### src/core/lpms_pkg.sv
// Constants, register map and state codes of the low-power mode sequencer.
// Assumes one 50 MHz clock, synchronous active-high reset, AHB-Lite register access.
package lpms_pkg;

    // ============================================================
    // Register map (byte addresses)
    localparam logic [3:0]  CTRL_OFS        = 4'h0;
    localparam logic [3:0]  WAKE_MASK_OFS   = 4'h4;
    localparam logic [3:0]  STATUS_OFS      = 4'h8;

    // CTRL fields
    localparam int unsigned CTRL_MODE_LSB   = 0;   // Two bits: requested low-power mode
    localparam int unsigned CTRL_LOWREG_BIT = 2;   // Use low-power regulator in stop
    localparam int unsigned CTRL_UD_BIT     = 3;   // Under-drive in stop
    localparam int unsigned CTRL_BKP_BIT    = 4;   // Keep backup SRAM through standby
    localparam int unsigned CTRL_W          = 5;
    localparam logic [4:0]  CTRL_RST        = 5'h00;

    // Power control word in run, bit order as the sequencer outputs
    localparam logic [11:0] CTL_RUN         = 12'h13F;

    // STATUS fields
    localparam int unsigned STAT_STATE_LSB  = 0;   // Three bits: current state
    localparam int unsigned STAT_SBF_BIT    = 3;   // Woke from standby (write 1 clears)
    localparam int unsigned STAT_REF_BIT    = 4;   // Standby refused (write 1 clears)

    // Wake event vector positions and synchronised input vector
    localparam int unsigned NUM_EXT_LINES   = 16;
    localparam int unsigned EV_SUPPLY       = 16;
    localparam int unsigned EV_RTC          = 17;
    localparam int unsigned EV_USB          = 18;
    localparam int unsigned EV_ETH          = 19;
    localparam int unsigned WAKE_W          = 20;
    localparam logic [19:0] WAKE_MASK_RST   = 20'hFFFFF;
    localparam int unsigned IN_WAKE_PIN     = 20;
    localparam int unsigned IN_WDOG         = 21;
    localparam int unsigned IN_RST_PIN_N    = 22;
    localparam int unsigned IN_BYPASS       = 23;
    localparam int unsigned SYNC_W          = 24;

    // Restart hold time after leaving standby
    localparam int unsigned CLK_HZ          = 50_000_000;
    localparam int unsigned RESTART_NS      = 1000;
    localparam int unsigned RESTART_CYCLES  = (RESTART_NS * (CLK_HZ / 1_000_000) + 999) / 1000;
    localparam logic [7:0]  RESTART_LAST    = 8'(RESTART_CYCLES - 1);

    // ============================================================
    // Modes and states
    typedef enum logic [1:0] {
        MODE_SLEEP   = 2'h0,
        MODE_STOP    = 2'h1,
        MODE_STANDBY = 2'h2,
        MODE_RSVD    = 2'h3
    } lpms_mode_t;

    typedef enum logic [2:0] {
        ST_RUN      = 3'h0,
        ST_SLEEP    = 3'h1,
        ST_STOP     = 3'h2,
        ST_STANDBY  = 3'h3,
        ST_RESTART  = 3'h4
    } lpms_state_t;

endpackage

### src/core/lpms_sequencer.sv
// Low-power mode sequencer: light sleep, deep stop and power-off standby.
// Assumes the core pulses a sleep request and its irq on the same clock; the other wake sources and pins are asynchronous.
module lpms_sequencer
    import lpms_pkg::*;
(
    input  wire logic                     clk_sys_i,
    input  wire logic                     rst_i,
    input  wire logic                     ce_i,
    // AHB-Lite slave
    input  wire logic                     hsel_i,
    input  wire logic [31:0]              haddr_i,
    input  wire logic [1:0]               htrans_i,
    input  wire logic                     hwrite_i,
    input  wire logic [2:0]               hsize_i,
    input  wire logic [31:0]              hwdata_i,
    input  wire logic                     hready_i,
    output logic      [31:0]              hrdata_o,
    output logic                          hreadyout_o,
    output logic                          hresp_o,
    // Processor side, same clock
    input  wire logic                     sleep_req_i,
    input  wire logic                     irq_event_i,
    // Asynchronous wake sources and straps
    input  wire logic [NUM_EXT_LINES-1:0] external_event_lines_i,
    input  wire logic                     supply_threshold_detector_i,
    input  wire logic                     rtc_event_i,
    input  wire logic                     usb_wakeup_i,
    input  wire logic                     eth_wakeup_i,
    input  wire logic                     wakeup_pin_i,
    input  wire logic                     independent_watchdog_timer_rst_i,
    input  wire logic                     external_reset_pin_n_i,
    input  wire logic                     regulator_bypass_i,
    // Power and clock controls
    output logic                          cpu_clk_en_o,
    output logic                          core_clk_en_o,
    output logic                          pll_en_o,
    output logic                          internal_rc_oscillator_en_o,
    output logic                          external_crystal_oscillator_en_o,
    output logic                          main_regulator_en_o,
    output logic                          low_power_regulator_en_o,
    output logic                          under_drive_o,
    output logic                          core_power_en_o,
    output logic                          backup_sram_retain_o,
    output logic                          sys_reset_o,
    output logic      [2:0]               state_o
);

    // ============================================================
    // Input synchronisers
    logic [SYNC_W-1:0] sync_s;

    lpms_sync #(.WIDTH(SYNC_W)) u_sync (
        .clk_sys_i (clk_sys_i),
        .rst_i     (rst_i),
        .ce_i      (ce_i),
        .async_i   ({regulator_bypass_i, external_reset_pin_n_i,
                     independent_watchdog_timer_rst_i, wakeup_pin_i,
                     eth_wakeup_i, usb_wakeup_i, rtc_event_i,
                     supply_threshold_detector_i, external_event_lines_i}),
        .sync_o    (sync_s)
    );

    // ============================================================
    // Register file and bus state
    logic [CTRL_W-1:0] ctrl_q,      ctrl_d;
    logic [WAKE_W-1:0] wake_mask_q, wake_mask_d;
    logic              sbf_q,       sbf_d;
    logic              ref_q,       ref_d;
    logic              wr_pend_q,   wr_pend_d;
    logic [3:0]        wr_ofs_q,    wr_ofs_d;
    logic [31:0]       hrdata_q,    hrdata_d;
    logic              hready_q;

    lpms_state_t       state_q,     state_d;
    logic [7:0]        rst_cnt_q,   rst_cnt_d;
    logic              wake_prev_q;

    logic              addr_phase;
    logic              mapped;
    logic              stop_wake;
    logic              stby_exit;
    logic              enter_sleep;
    lpms_mode_t        req_mode;

    assign addr_phase = hsel_i && hready_i && htrans_i[1];
    assign mapped     = (haddr_i[31:4] == 28'h0000000) && (haddr_i[1:0] == 2'h0);
    assign req_mode   = lpms_mode_t'(ctrl_q[CTRL_MODE_LSB +: 2]);
    assign enter_sleep = (state_q == ST_RUN) && sleep_req_i;

    // Any enabled event line ends deep stop
    assign stop_wake  = |(sync_s[WAKE_W-1:0] & wake_mask_q);
    // Standby ends on reset pin, watchdog, wakeup rising edge or RTC
    assign stby_exit  = !sync_s[IN_RST_PIN_N] || sync_s[IN_WDOG] ||
                        (sync_s[IN_WAKE_PIN] && !wake_prev_q) || sync_s[EV_RTC];

    // ============================================================
    // Bus and register next values; a write lands in the data phase
    always_comb begin
        ctrl_d      = ctrl_q;
        wake_mask_d = wake_mask_q;
        sbf_d       = sbf_q;
        ref_d       = ref_q;
        wr_pend_d   = addr_phase && hwrite_i && mapped;
        wr_ofs_d    = addr_phase ? haddr_i[3:0] : wr_ofs_q;
        hrdata_d    = hrdata_q;
        if (addr_phase && !hwrite_i) begin
            unique case (haddr_i[3:0])
                CTRL_OFS:      hrdata_d = {27'h0000000, ctrl_q};
                WAKE_MASK_OFS: hrdata_d = {12'h000, wake_mask_q};
                STATUS_OFS:    hrdata_d = {27'h0000000, ref_q, sbf_q, state_q};
                default:       hrdata_d = 32'h00000000;   // Unmapped reads as zero
            endcase
            if (!mapped) begin
                hrdata_d = 32'h00000000;
            end
        end
        if (wr_pend_q) begin
            unique case (wr_ofs_q)
                CTRL_OFS:      ctrl_d      = hwdata_i[CTRL_W-1:0];
                WAKE_MASK_OFS: wake_mask_d = hwdata_i[WAKE_W-1:0];
                STATUS_OFS: begin
                    // Write one clears the sticky flags
                    if (hwdata_i[STAT_SBF_BIT]) sbf_d = 1'b0;
                    if (hwdata_i[STAT_REF_BIT]) ref_d = 1'b0;
                end
                default: ;
            endcase
        end
        // Hardware set wins over a clear in the same cycle
        if (enter_sleep && req_mode == MODE_STANDBY && sync_s[IN_BYPASS]) begin
            ref_d = 1'b1;
        end
        if (state_q == ST_STANDBY && stby_exit) begin
            sbf_d = 1'b1;
        end
        // Volatile control is lost over standby; restart brings back defaults
        if (state_q == ST_RESTART || (state_q == ST_STANDBY && stby_exit)) begin
            ctrl_d      = CTRL_RST;
            wake_mask_d = WAKE_MASK_RST;
        end
    end

    // Bus and register flip-flops
    always_ff @(posedge clk_sys_i) begin
        if (rst_i) begin
            ctrl_q      <= CTRL_RST;
            wake_mask_q <= WAKE_MASK_RST;
            sbf_q       <= 1'b0;
            ref_q       <= 1'b0;
            wr_pend_q   <= 1'b0;
            wr_ofs_q    <= 4'h0;
            hrdata_q    <= 32'h00000000;
            hready_q    <= 1'b1;
        end else if (ce_i) begin
            ctrl_q      <= ctrl_d;
            wake_mask_q <= wake_mask_d;
            sbf_q       <= sbf_d;
            ref_q       <= ref_d;
            wr_pend_q   <= wr_pend_d;
            wr_ofs_q    <= wr_ofs_d;
            hrdata_q    <= hrdata_d;
            hready_q    <= 1'b1;
        end
    end

    // Zero wait states and OKAY only, so the response is a constant register
    assign hrdata_o    = hrdata_q;
    assign hreadyout_o = hready_q;

    // ============================================================
    // Mode state machine
    always_comb begin
        state_d   = state_q;
        rst_cnt_d = rst_cnt_q;
        unique case (state_q)
            ST_RUN: begin
                if (sleep_req_i) begin
                    unique case (req_mode)
                        MODE_STOP:    state_d = ST_STOP;
                        // A bypassed regulator cannot be switched off: fall to stop
                        MODE_STANDBY: state_d = sync_s[IN_BYPASS] ? ST_STOP : ST_STANDBY;
                        default:      state_d = ST_SLEEP;
                    endcase
                end
            end
            ST_SLEEP: begin
                if (irq_event_i) state_d = ST_RUN;
            end
            ST_STOP: begin
                if (stop_wake) state_d = ST_RUN;
            end
            ST_STANDBY: begin
                if (stby_exit) begin
                    state_d   = ST_RESTART;
                    rst_cnt_d = 8'h00;
                end
            end
            ST_RESTART: begin
                rst_cnt_d = rst_cnt_q + 8'h01;
                if (rst_cnt_q == RESTART_LAST) state_d = ST_RUN;
            end
            default: state_d = ST_RESTART;   // Illegal code recovers by restart
        endcase
    end

    always_ff @(posedge clk_sys_i) begin
        if (rst_i) begin
            state_q     <= ST_RUN;
            rst_cnt_q   <= 8'h00;
            wake_prev_q <= 1'b0;
        end else if (ce_i) begin
            state_q     <= state_d;
            rst_cnt_q   <= rst_cnt_d;
            wake_prev_q <= sync_s[IN_WAKE_PIN];
        end
    end

    // ============================================================
    // Power and clock controls, registered from the next state
    logic [11:0] ctl_q, ctl_d;   // Order matches the output list below

    always_comb begin
        // Run defaults: clocks, oscillators, main regulator and core power on
        ctl_d = CTL_RUN;
        unique case (state_d)
            ST_SLEEP:   ctl_d[0] = 1'b0;
            ST_STOP: begin
                ctl_d[4:0] = 5'h00;
                ctl_d[5]   = !ctrl_q[CTRL_LOWREG_BIT];
                ctl_d[6]   = ctrl_q[CTRL_LOWREG_BIT];
                ctl_d[7]   = ctrl_q[CTRL_UD_BIT];
                // Core stays powered so memory and registers hold
                ctl_d[8]   = 1'b1;
            end
            ST_STANDBY: begin
                ctl_d[8:0] = 9'h000;
                ctl_d[9]   = ctrl_q[CTRL_BKP_BIT];
            end
            ST_RESTART: ctl_d[10] = 1'b1;
            default: ;
        endcase
        ctl_d[11] = 1'b0;   // Bus response stays OKAY
    end

    always_ff @(posedge clk_sys_i) begin
        if (rst_i) begin
            ctl_q <= CTL_RUN;
        end else if (ce_i) begin
            ctl_q <= ctl_d;
        end
    end

    assign cpu_clk_en_o                     = ctl_q[0];
    assign core_clk_en_o                    = ctl_q[1];
    assign pll_en_o                         = ctl_q[2];
    assign internal_rc_oscillator_en_o      = ctl_q[3];
    assign external_crystal_oscillator_en_o = ctl_q[4];
    assign main_regulator_en_o              = ctl_q[5];
    assign low_power_regulator_en_o         = ctl_q[6];
    assign under_drive_o                    = ctl_q[7];
    assign core_power_en_o                  = ctl_q[8];
    assign backup_sram_retain_o             = ctl_q[9];
    assign sys_reset_o                      = ctl_q[10];
    assign state_o                          = state_q;
    assign hresp_o                          = ctl_q[11];
endmodule

### src/core/lpms_sync.sv
// Two-stage synchroniser bank for pins and foreign-domain levels.
// Assumes a single clock; the clock enable freezes both stages.
module lpms_sync #(
    parameter int unsigned WIDTH = 8
) (
    input  wire logic             clk_sys_i,
    input  wire logic             rst_i,
    input  wire logic             ce_i,
    input  wire logic [WIDTH-1:0] async_i,
    output logic      [WIDTH-1:0] sync_o
);
    // ============================================================
    // Per-bit synchroniser; first stage feeds only the second
    genvar g;
    generate
        for (g = 0; g < WIDTH; g++) begin : g_bit
            logic meta_q;
            logic meta_d;
            logic sync_q;
            logic sync_d;

            // Next values, held while the clock enable is low
            always_comb begin
                meta_d = ce_i ? async_i[g] : meta_q;
                sync_d = ce_i ? meta_q : sync_q;
            end

            // Stages
            always_ff @(posedge clk_sys_i) begin
                if (rst_i) begin
                    meta_q <= 1'b0;
                    sync_q <= 1'b0;
                end else begin
                    meta_q <= meta_d;
                    sync_q <= sync_d;
                end
            end

            assign sync_o[g] = sync_q;
        end
    endgenerate

endmodule

### config.mk
export PLATFORM = sky130hd
export DESIGN_NAME = lpms_sequencer
export DESIGN_NICKNAME = d
export VERILOG_FILES = /design/src/core/lpms_pkg.sv /design/src/core/lpms_sequencer.sv /design/src/core/lpms_sync.sv
export SDC_FILE = /design/constraint.sdc
export NUM_CORES = 1
export LEC_CHECK = 0
export BUFFER_PORTS_ARGS = -buffer_cell sky130_fd_sc_hd__buf_4
export CORE_MARGIN = 2
export CORE_UTILIZATION = 55
export DETAILED_ROUTE_END_ITERATION = 7
export PLACE_DENSITY = 0.95
export SYNTH_ARGS = -nofsm -noshare
export SYNTH_HDL_FRONTEND = slang
export SYNTH_SLANG_ARGS = --single-unit
### constraint.sdc
create_clock -name clk_sys_i -period 5.3 [get_ports clk_sys_i]
set_input_delay 1.06 -clock clk_sys_i [delete_from_list [all_inputs] [get_ports clk_sys_i]]
set_output_delay 1.06 -clock clk_sys_i [all_outputs]
set_load 0.005 [all_outputs]
# After elaboration in Yosys (flattened, before gate mapping)
# Index checks and enable logic that the tools add are counted.
# totals
ff_bits,135
in_bits,101
# classes
n_bitwise,1
n_eq_ne,16
reduce_logical,43
n_addsub,1
n_mux,30
# ops
cell,count
$mux 20,3
$pmux 20 s3,1
$mux 32,1
$pmux 8 s2,2
$logic_not 28->1,1
$and 20x20->20,1
$reduce_bool 2->1,10
$reduce_or 20->1,1
$mux 3,5
$mux 5,3
$pmux 3 s5,1
$eq 3x2->1 const B,4
$mux 1,12
$logic_and 1x1->1,11
$reduce_and 3->1,3
$add 8x1->8 const B,1
$eq 4x3->1 const B,2
$eq 4x4->1 const B,2
$eq 8x6->1 const B,1
$logic_not 4->1,2
$mux 8,1
$reduce_and 4->1,2
$eq 3x1->1 const B,2
$eq 3x3->1 const B,2
10 further kinds,17

# Logic depth before layout (Yosys ltp)
# Gate-level depths: netlist of run 1.
# logic_depth
ltp_word,9
depth_mapped,8
mapped_depth_nobuf,7

# Cells and area by module
# Synthesis of run 1 repeated with hierarchy kept, for this count alone.
# unflattened
hier_cells,533
hier_area_um2,5129.9
# modules_own_cells
module,area_each_um2,cells_each,seq_area_each_um2,instances
lpms_sequencer,3220.6,354,1441.4,1
lpms_sync,1909.3,179,960.9,1

# Worst setup path before layout of run 1
# No wires, ideal clock.
# synth_timing
path_type,input port to flip-flop
from,input ce_i
to,register wake_mask_q[10]
setup_time_ns,0.117
cell_stages,7
t_arrival_ns,2.225
slack_ns,2.958
cell_sequence,nand4bb_1 -> nor2_1 -> nand2_1 -> or3_1 -> buf_4 -> buf_6 -> o22a_1
# synth_between
elab_chain_len,1
# synth_rtl
element,line_no,rtl
start: declaration,lpms_sequencer.sv:8,"input wire logic ce_i,"
$reduce_and 3->1 (no line),n/a,
end signal: assignment,lpms_sequencer.sv:156,wake_mask_q <= wake_mask_d;
end: declaration,lpms_sequencer.sv:66,"logic [WAKE_W-1:0] wake_mask_q, wake_mask_d;"
# Every way passes these cells.
# A chain may end at the register's enable or synchronous reset.

# Final worst setup path of run 1
# layout_timing
from,input ce_i
to,register hrdata_q[18] (netlist: hrdata_o[18])
# layout_between
elab_chain_len,1
# layout_rtl
element,line_no,rtl
$reduce_and 2->1 (no line),n/a,
end signal: assignment,lpms_sequencer.sv:161,hrdata_q <= hrdata_d;
end: declaration,lpms_sequencer.sv:71,"logic [31:0] hrdata_q, hrdata_d;"
# Every way passes these cells.

==> impl_metrics.json, run 1 <==
{
  "dpl.cell_count": 712,
  "antenna_found_initial": 0,
  "drt_iter0_drc": 415,
  "leakage_nw": 2.69,
  "p_comb_frac": 0.071,
  "synth_cell_type_count": 49,
  "swShare": 0.222,
  "timing.slew.headroom": 0.0801,
  "first_pass_iters": 5,
  "peakVddDrop_uv": 220,
  "total_power_w": 0.00228,
  "cp_data_arrival_time_ns": 3.33,
  "worst_slew_pin_slew_ns": 1.38,
  "skew_ns": 0.00639,
  "grt_pass1_vias": 4130,
  "grt_start_max_net_pins": 92,
  "final_area_sq_um": 6310,
  "coreArea_sq_um": 8680,
  "fmax_mhz": 346,
  "io-pin-count": 149,
  "rsz0062_at_grt": "no",
  "initial_utilization": 0.563,
  "power_density_nw_per_um2": 360,
  "synth_seq_area_share": 0.492,
  "synth-edff-count": 0,
  "antenna_left": 0,
  "status": "finished, final reports clean",
  "ys_warn_count": 0,
  "setup.worst_path.class": "input port to flip-flop",
  "dieArea_sq_um": 9650,
  "crit_fanout": 76,
  "nets": 728,
  "power_switching_w": 0.000505,
  "synthXorXnorAreaFrac": 0.0108,
  "wire_per_inst_um": 17.3,
  "area_growth_pct": 29.3,
  "hpwl_um": 8390,
  "num_vias": 4372,
  "path_clk_slew_ns": 0.06,
  "clock-sinks": 120,
  "die_h_um": 98.2,
  "cts_tree": "built",
  "gr-total-overflow": 0,
  "grtUsageTotal": 0.270,
  "setup_viol_count_final": 0,
  "htreeDepth": 4,
  "syn_area_sq_um": 4880,
  "synth_top_family_by_area": "simple AND/OR/NAND/NOR gates",
  "pwr-share-clk": 0.515,
  "fin_tns_setup_ns": 0,
  "period_needed_ns": 2.89,
  "async_flop_share": 0,
  "grt_pass1_wl_um": 20600,
  "muxShareOfSynthArea": 0.113,
  "cts_made_buffers": 17,
  "place_area_sq_um": 5700,
  "clockBufferDepth": 2,
  "route.detailed.drc": 0,
  "start_kind": "input port",
  "ctsHoldBuffers": 0,
  "required_ns": 5.74,
  "fp-row-count": 34,
  "hold_path.class": "flip-flop to flip-flop",
  "fillers": 573,
  "hold_viol": 0,
  "wl_um": 12900,
  "ys.flop_type": "dfxtp_1",
  "ys_ff_latch": 120,
  "port_buffers": 118,
  "syn_avg_cell_area_sq_um": 9.38,
  "fin_crit_sh": 0.545,
  "die_w_um": 98.2,
  "post-cts-setup-buffers": 0,
  "clockRootBuffer": "clkbuf_8",
  "final_util": 0.728,
  "p_seq_frac": 0.414,
  "power.internal_w": 0.00177,
  "yosys.area_share.simple": 0.178,
  "regArea_sq_um": 2400,
  "slew_viol_final": 0,
  "antennaDiodeCount": 0,
  "synth_fa_ha_area_frac": 0.0102,
  "critPathCaptureType": "flip-flop",
  "synth_cells": 521,
  "routabilityCongestion": 0.829,
  "synth_compound_area_frac": 0.136,
  "multi_input_comb_area_sq_um": 2240,
  "clk_latency_ns": 0.52,
  "instances_no_fill": 744,
  "cts_resized": 0,
  "layout-drive-gt1-share": 0.248,
  "drv_cap": 0,
  "viasPerCell": 5.88
}
area by class of cell:
| type | count | area share |
|---|---|---|
| clock inverters | 11 | 0.0230 |
| flip-flops and latches | 120 | 0.380 |
| inverters | 5 | 0.00297 |
| clock buffers | 21 | 0.0743 |
| multi-input cells | 359 | 0.355 |
| repair buffers | 120 | 0.143 |
| well taps | 108 | 0.0214 |
layer usage:
metal  wire length [um]  vias up  track usage
li1                   -     2021            -
met1               4990     2103        0.312
met2               6640      211        0.485
met3                871       37       0.0737
met4                355        0       0.0885
met5                  0        -            0
synthesized netlist by cell type (2+ instances only):
cell type / count / area, sq um
clkbuf_1: 14 / 52.6
nand3_1: 24 / 120
a22o_1: 5 / 43.8
conb_1: 2 / 7.51
ha_1: 4 / 50.1
o21ai_0: 6 / 30.0
nor3b_2: 2 / 25.0
nor4_1: 9 / 56.3
o211ai_1: 4 / 30.0
mux2i_1: 55 / 551
o21a_1: 5 / 37.5
nor2_1: 68 / 255
a32o_1: 3 / 30.0
a21oi_1: 35 / 175
dfxtp_1: 120 / 2400
buf_2: 10 / 50.1
buf_1: 6 / 22.5
buf_4: 18 / 135
nand4_1: 7 / 43.8
xor2_1: 6 / 52.6
nor3_1: 6 / 30.0
nand2b_1: 8 / 50.1
nand2_1: 44 / 165
o22a_1: 19 / 166
a22oi_1: 10 / 75.1
a31oi_1: 2 / 12.5
and4_1: 3 / 26.3
inv_1: 5 / 18.8
cells in the final DEF, fill, tap and decap left out, drive strengths merged, types with 8 or more instances in the layout:
master / instances
clkbuf: 21
nor2: 68
nor4: 9
a21oi: 36
dfxtp: 120
o22a: 19
a22oi: 10
mux2i: 55
buf: 120
nand2: 44
nand2b: 8
nand3: 24
conb: 14
state kept, by name, indices dropped and copies added, names as in the netlist:
name,count
u_sync.g_bit.meta_q,24
u_sync.g_bit.sync_q,24
hrdata_o,20
wake_mask_q,20
ctl_q,8
rst_cnt_q,8
ctrl_q,5
wr_ofs_q,4
state_o,3
ref_q,1
sbf_q,1
wake_prev_q,1
wr_pend_q,1
kinds of logic after synthesis:
kind of cell               after synthesis
adders and majority gates                4
other                                    2
and+or+nand+nor                        183
muxes                                   55
buffers and inverters                   54
xor gates and xnor gates                 6
DFF                                    120
AOI/OAI and AO/OA                       97
worst max-delay path, stage by stage:
cell and delay, ns:
buf_4 0.09, buf_4 0.77, and4_1 0.49, nand3_1 0.15
nor4_2 0.15, buf_4 0.27, nand3_1 0.10, a21oi_1 0.23
power groups by stage:
| stage | logic, W | registers, W | clock network (W) |
|---|---|---|---|
| 3_3_place_gp | 0.000151 | 0.000959 | 0 |
| 4_1_cts | 0.000161 | 0.000942 | 0.00118 |
| 6_report | 0.000163 | 0.000942 | 0.00117 |
| 2_1_floorplan | 0.0000954 | 0.000953 | 0 |
| 5_1_grt | 0.000176 | 0.000944 | 0.00122 |
| 3_5_place_dp | 0.000158 | 0.000961 | 0 |
per-stage QoR:
stage	setup slack (ns)	hold WS, ns
6_report	2.41	0.453
5_1_grt	2.22	0.471
4_1_cts	2.43	0.452
3_5_place_dp	1.93	0.445
3_3_place_gp	1.98	0.443
2_1_floorplan	2.96	0.432
final timing paths:
path | startpoint | end | slack, ns | depth (start not counted)
setup / recovery | ce_i | hrdata_o[18]$_SDFFE_PP0P_ | 2.41 | 8
hold / removal | wr_ofs_q[0]$_SDFFE_PP0P_ | wr_ofs_q[0]$_SDFFE_PP0P_ | 0.45 | 2
setup reg to reg | state_o[1]$_SDFFE_PP0P_ | wake_mask_q[10]$_SDFFE_PP1P_ | 2.62 | 5
hold reg to reg | wr_ofs_q[0]$_SDFFE_PP0P_ | wr_ofs_q[0]$_SDFFE_PP0P_ | 0.45 | 2
Power figures use the tool's default switching activity.
==> run 2, diff against run 1 <==
Settings changed: CORE_UTILIZATION 55 to 46, PLACE_DENSITY 0.95 to 0.87.
Clock period 5.3 ns to 2.5 ns, I/O delays scaled along.
==> run 2 against run 1 <==
Non-clock buffer count increased by 4. Utilization shrank 12 points. Flip-flop and latch count stayed put. Register-to-register slack lost 2.4 ns. Power is 100% higher. Final area hardly changed. Critical path depth fell by 3. Via count shrank 3.3%. Sequential share of layout area barely moved. Count of clock-buffer cells in the layout is 3 lower. Critical endpoint is now wake_mask_q[7]$_SDFFE_PP1P_. Largest cell class unchanged. Highest routed layer unchanged.
==> impl_metrics.json, run 2 (synthesized netlist as in run 1, its figures left out) <==
{
  "fmax_mhz": 444,
  "top_regs": "u_sync.g_bit.meta_q: 24 flops, u_sync.g_bit.sync_q: 24 flops",
  "critPathTopFamily": "simple AND/OR/NAND/NOR gates",
  "cts_made_buffers": 17,
  "coreArea_sq_um": 10300,
  "gr-total-overflow": 0,
  "crit_fanout": 19,
  "nets": 732,
  "wire_per_inst_um": 16.0,
  "clockRootBuffer": "clkbuf_8",
  "regToRegEndpoint": "wake_mask_q[7]$_SDFFE_PP1P_",
  "antenna_left": 0,
  "routabilityCongestion": 0.844,
  "drv_cap": 0,
  "place_ws_ns": 0.297,
  "setup_ws_ns": 0.249,
  "cts_resized": 0,
  "hold_start": "hwdata_i[17]",
  "wl_um": 12400,
  "grt_pass1_vias": 4302,
  "drt_iter0_drc": 152,
  "grt_start_max_net_pins": 53,
  "grtUsageTotal": 0.222,
  "fin_tns_setup_ns": 0,
  "layout-drive-gt1-share": 0.253,
  "dieArea_sq_um": 11500,
  "viasPerCell": 5.45,
  "leakage_nw": 2.69,
  "area_growth_pct": 29.3,
  "reg2reg_from": "state_o[1]$_SDFFE_PP0P_",
  "slew_viol_final": 0,
  "start_kind": "flip-flop",
  "ctsHoldBuffers": 0,
  "timing.slew.headroom": 0.507,
  "whs_path_depth": 2,
  "rrSetupSlack_ns": 0.25,
  "setup.worst_path.class": "flip-flop to flip-flop",
  "clk_latency_ns": 0.51,
  "htreeDepth": 4,
  "skew_ns": 0.00616,
  "layout_commonest_cell": "buf_4",
  "whs_ns": 0.209,
  "initial_utilization": 0.473,
  "fp-row-count": 37,
  "final_cell_mix": "124 x buf_4, 120 x dfxtp_1, 68 x nor2_1, 55 x mux2i_1, 44 x nand2_1",
  "crit_slowest_cell": "or3_1",
  "cts_tree": "built",
  "hold_viol": 0,
  "required_ns": 2.95,
  "status": "finished, final reports clean",
  "die_w_um": 107,
  "io-pin-count": 149,
  "hpwl_um": 8750,
  "peakVddDrop_uv": 571,
  "whs_endpoint": "wake_mask_q[17]$_SDFFE_PP1P_",
  "post-cts-setup-buffers": 0,
  "rsz0062_at_grt": "no",
  "cp_slowest_stage_delay_ns": 0.59,
  "clock-sinks": 120,
  "crit_buf_inv": 0,
  "worst_slew_pin_slew_ns": 0.738,
  "port_buffers": 118,
  "first_pass_iters": 4,
  "route.detailed.drc": 0,
  "clockBufferDepth": 2,
  "fin_crit_sh": 0.900,
  "r2r_cells": 5,
  "setup_viol_count_final": 0,
  "cp_data_arrival_time_ns": 2.70,
  "antenna_found_initial": 0,
  "critPathCaptureType": "flip-flop",
  "power_density_nw_per_um2": 724,
  "cp_cell_sequence": "nand3b_1 -> a21oi_1 -> or2_1 -> or3_1 -> o22a_1",
  "hold_path.class": "input port to flip-flop",
  "path_clk_slew_ns": 0.06,
  "grt_pass1_wl_um": 20000,
  "antennaDiodeCount": 0,
  "period_needed_ns": 2.25,
  "die_h_um": 107,
  "num_vias": 4226
}
## run 2: cell types whose count changed in the layout (fill, tap and decap cells not counted)
cell | before | now
clkbuf_8 | 5 | 2
clkinv_2 | 3 | 5
inv_6 | 0 | 3
clkinvlp_4 | 3 | 1
bufinv_16 | 3 | 1
buf_4 | 120 | 124
clkinv_4 | 2 | 4
## run 2: metal layers
layer	wire length, um	global-route usage
met3	579	0.0578
met2	6510	0.406
met5	0	0
met1	5010	0.241
met4	337	0.0955
## run 2: power by group
part           total [W]  internal (W)  switching, W
Sequential       0.00200       0.00196     0.0000381
Combinational   0.000343      0.000175      0.000169
Clock            0.00223       0.00135      0.000886
Total            0.00457       0.00348       0.00109
## run 2: worst max path at each step
stage | from | cells past startpoint | endpoint
after global routing | state_o[0]$_SDFFE_PP0P_ | 5 | wake_mask_q[7]$_SDFFE_PP1P_
after CTS | state_o[0]$_SDFFE_PP0P_ | 5 | wake_mask_q[7]$_SDFFE_PP1P_
after detailed placement | ce_i | 6 | wake_mask_q[19]$_SDFFE_PP1P_
after global placement | ce_i | 6 | wake_mask_q[14]$_SDFFE_PP1P_
after floorplan | ce_i | 7 | wake_mask_q[10]$_SDFFE_PP1P_
final | state_o[1]$_SDFFE_PP0P_ | 5 | wake_mask_q[7]$_SDFFE_PP1P_
## run 2: through the flow
step,instance area [sq um],utilization,instances,total power (W)
final,6320,0.612,776,0.00457
after global routing,6320,0.612,776,0.00472
after CTS,6320,0.612,776,0.00459
after detailed placement,5770,0.558,744,0.00237
after global placement,5770,0.558,744,0.00236
after floorplan,4930,-,533,0.00222
## run 2: area by class of cell
| cell class | instances | area (sq um) |
|---|---|---|
| multi-input combinational | 359 | 2240 |
| clock buffer | 18 | 428 |
| timing repair buffer | 124 | 931 |
| fill | 840 | 4010 |
| inverter | 5 | 18.8 |
| sequential | 120 | 2400 |
| tap | 136 | 170 |
| clock inverter | 14 | 124 |
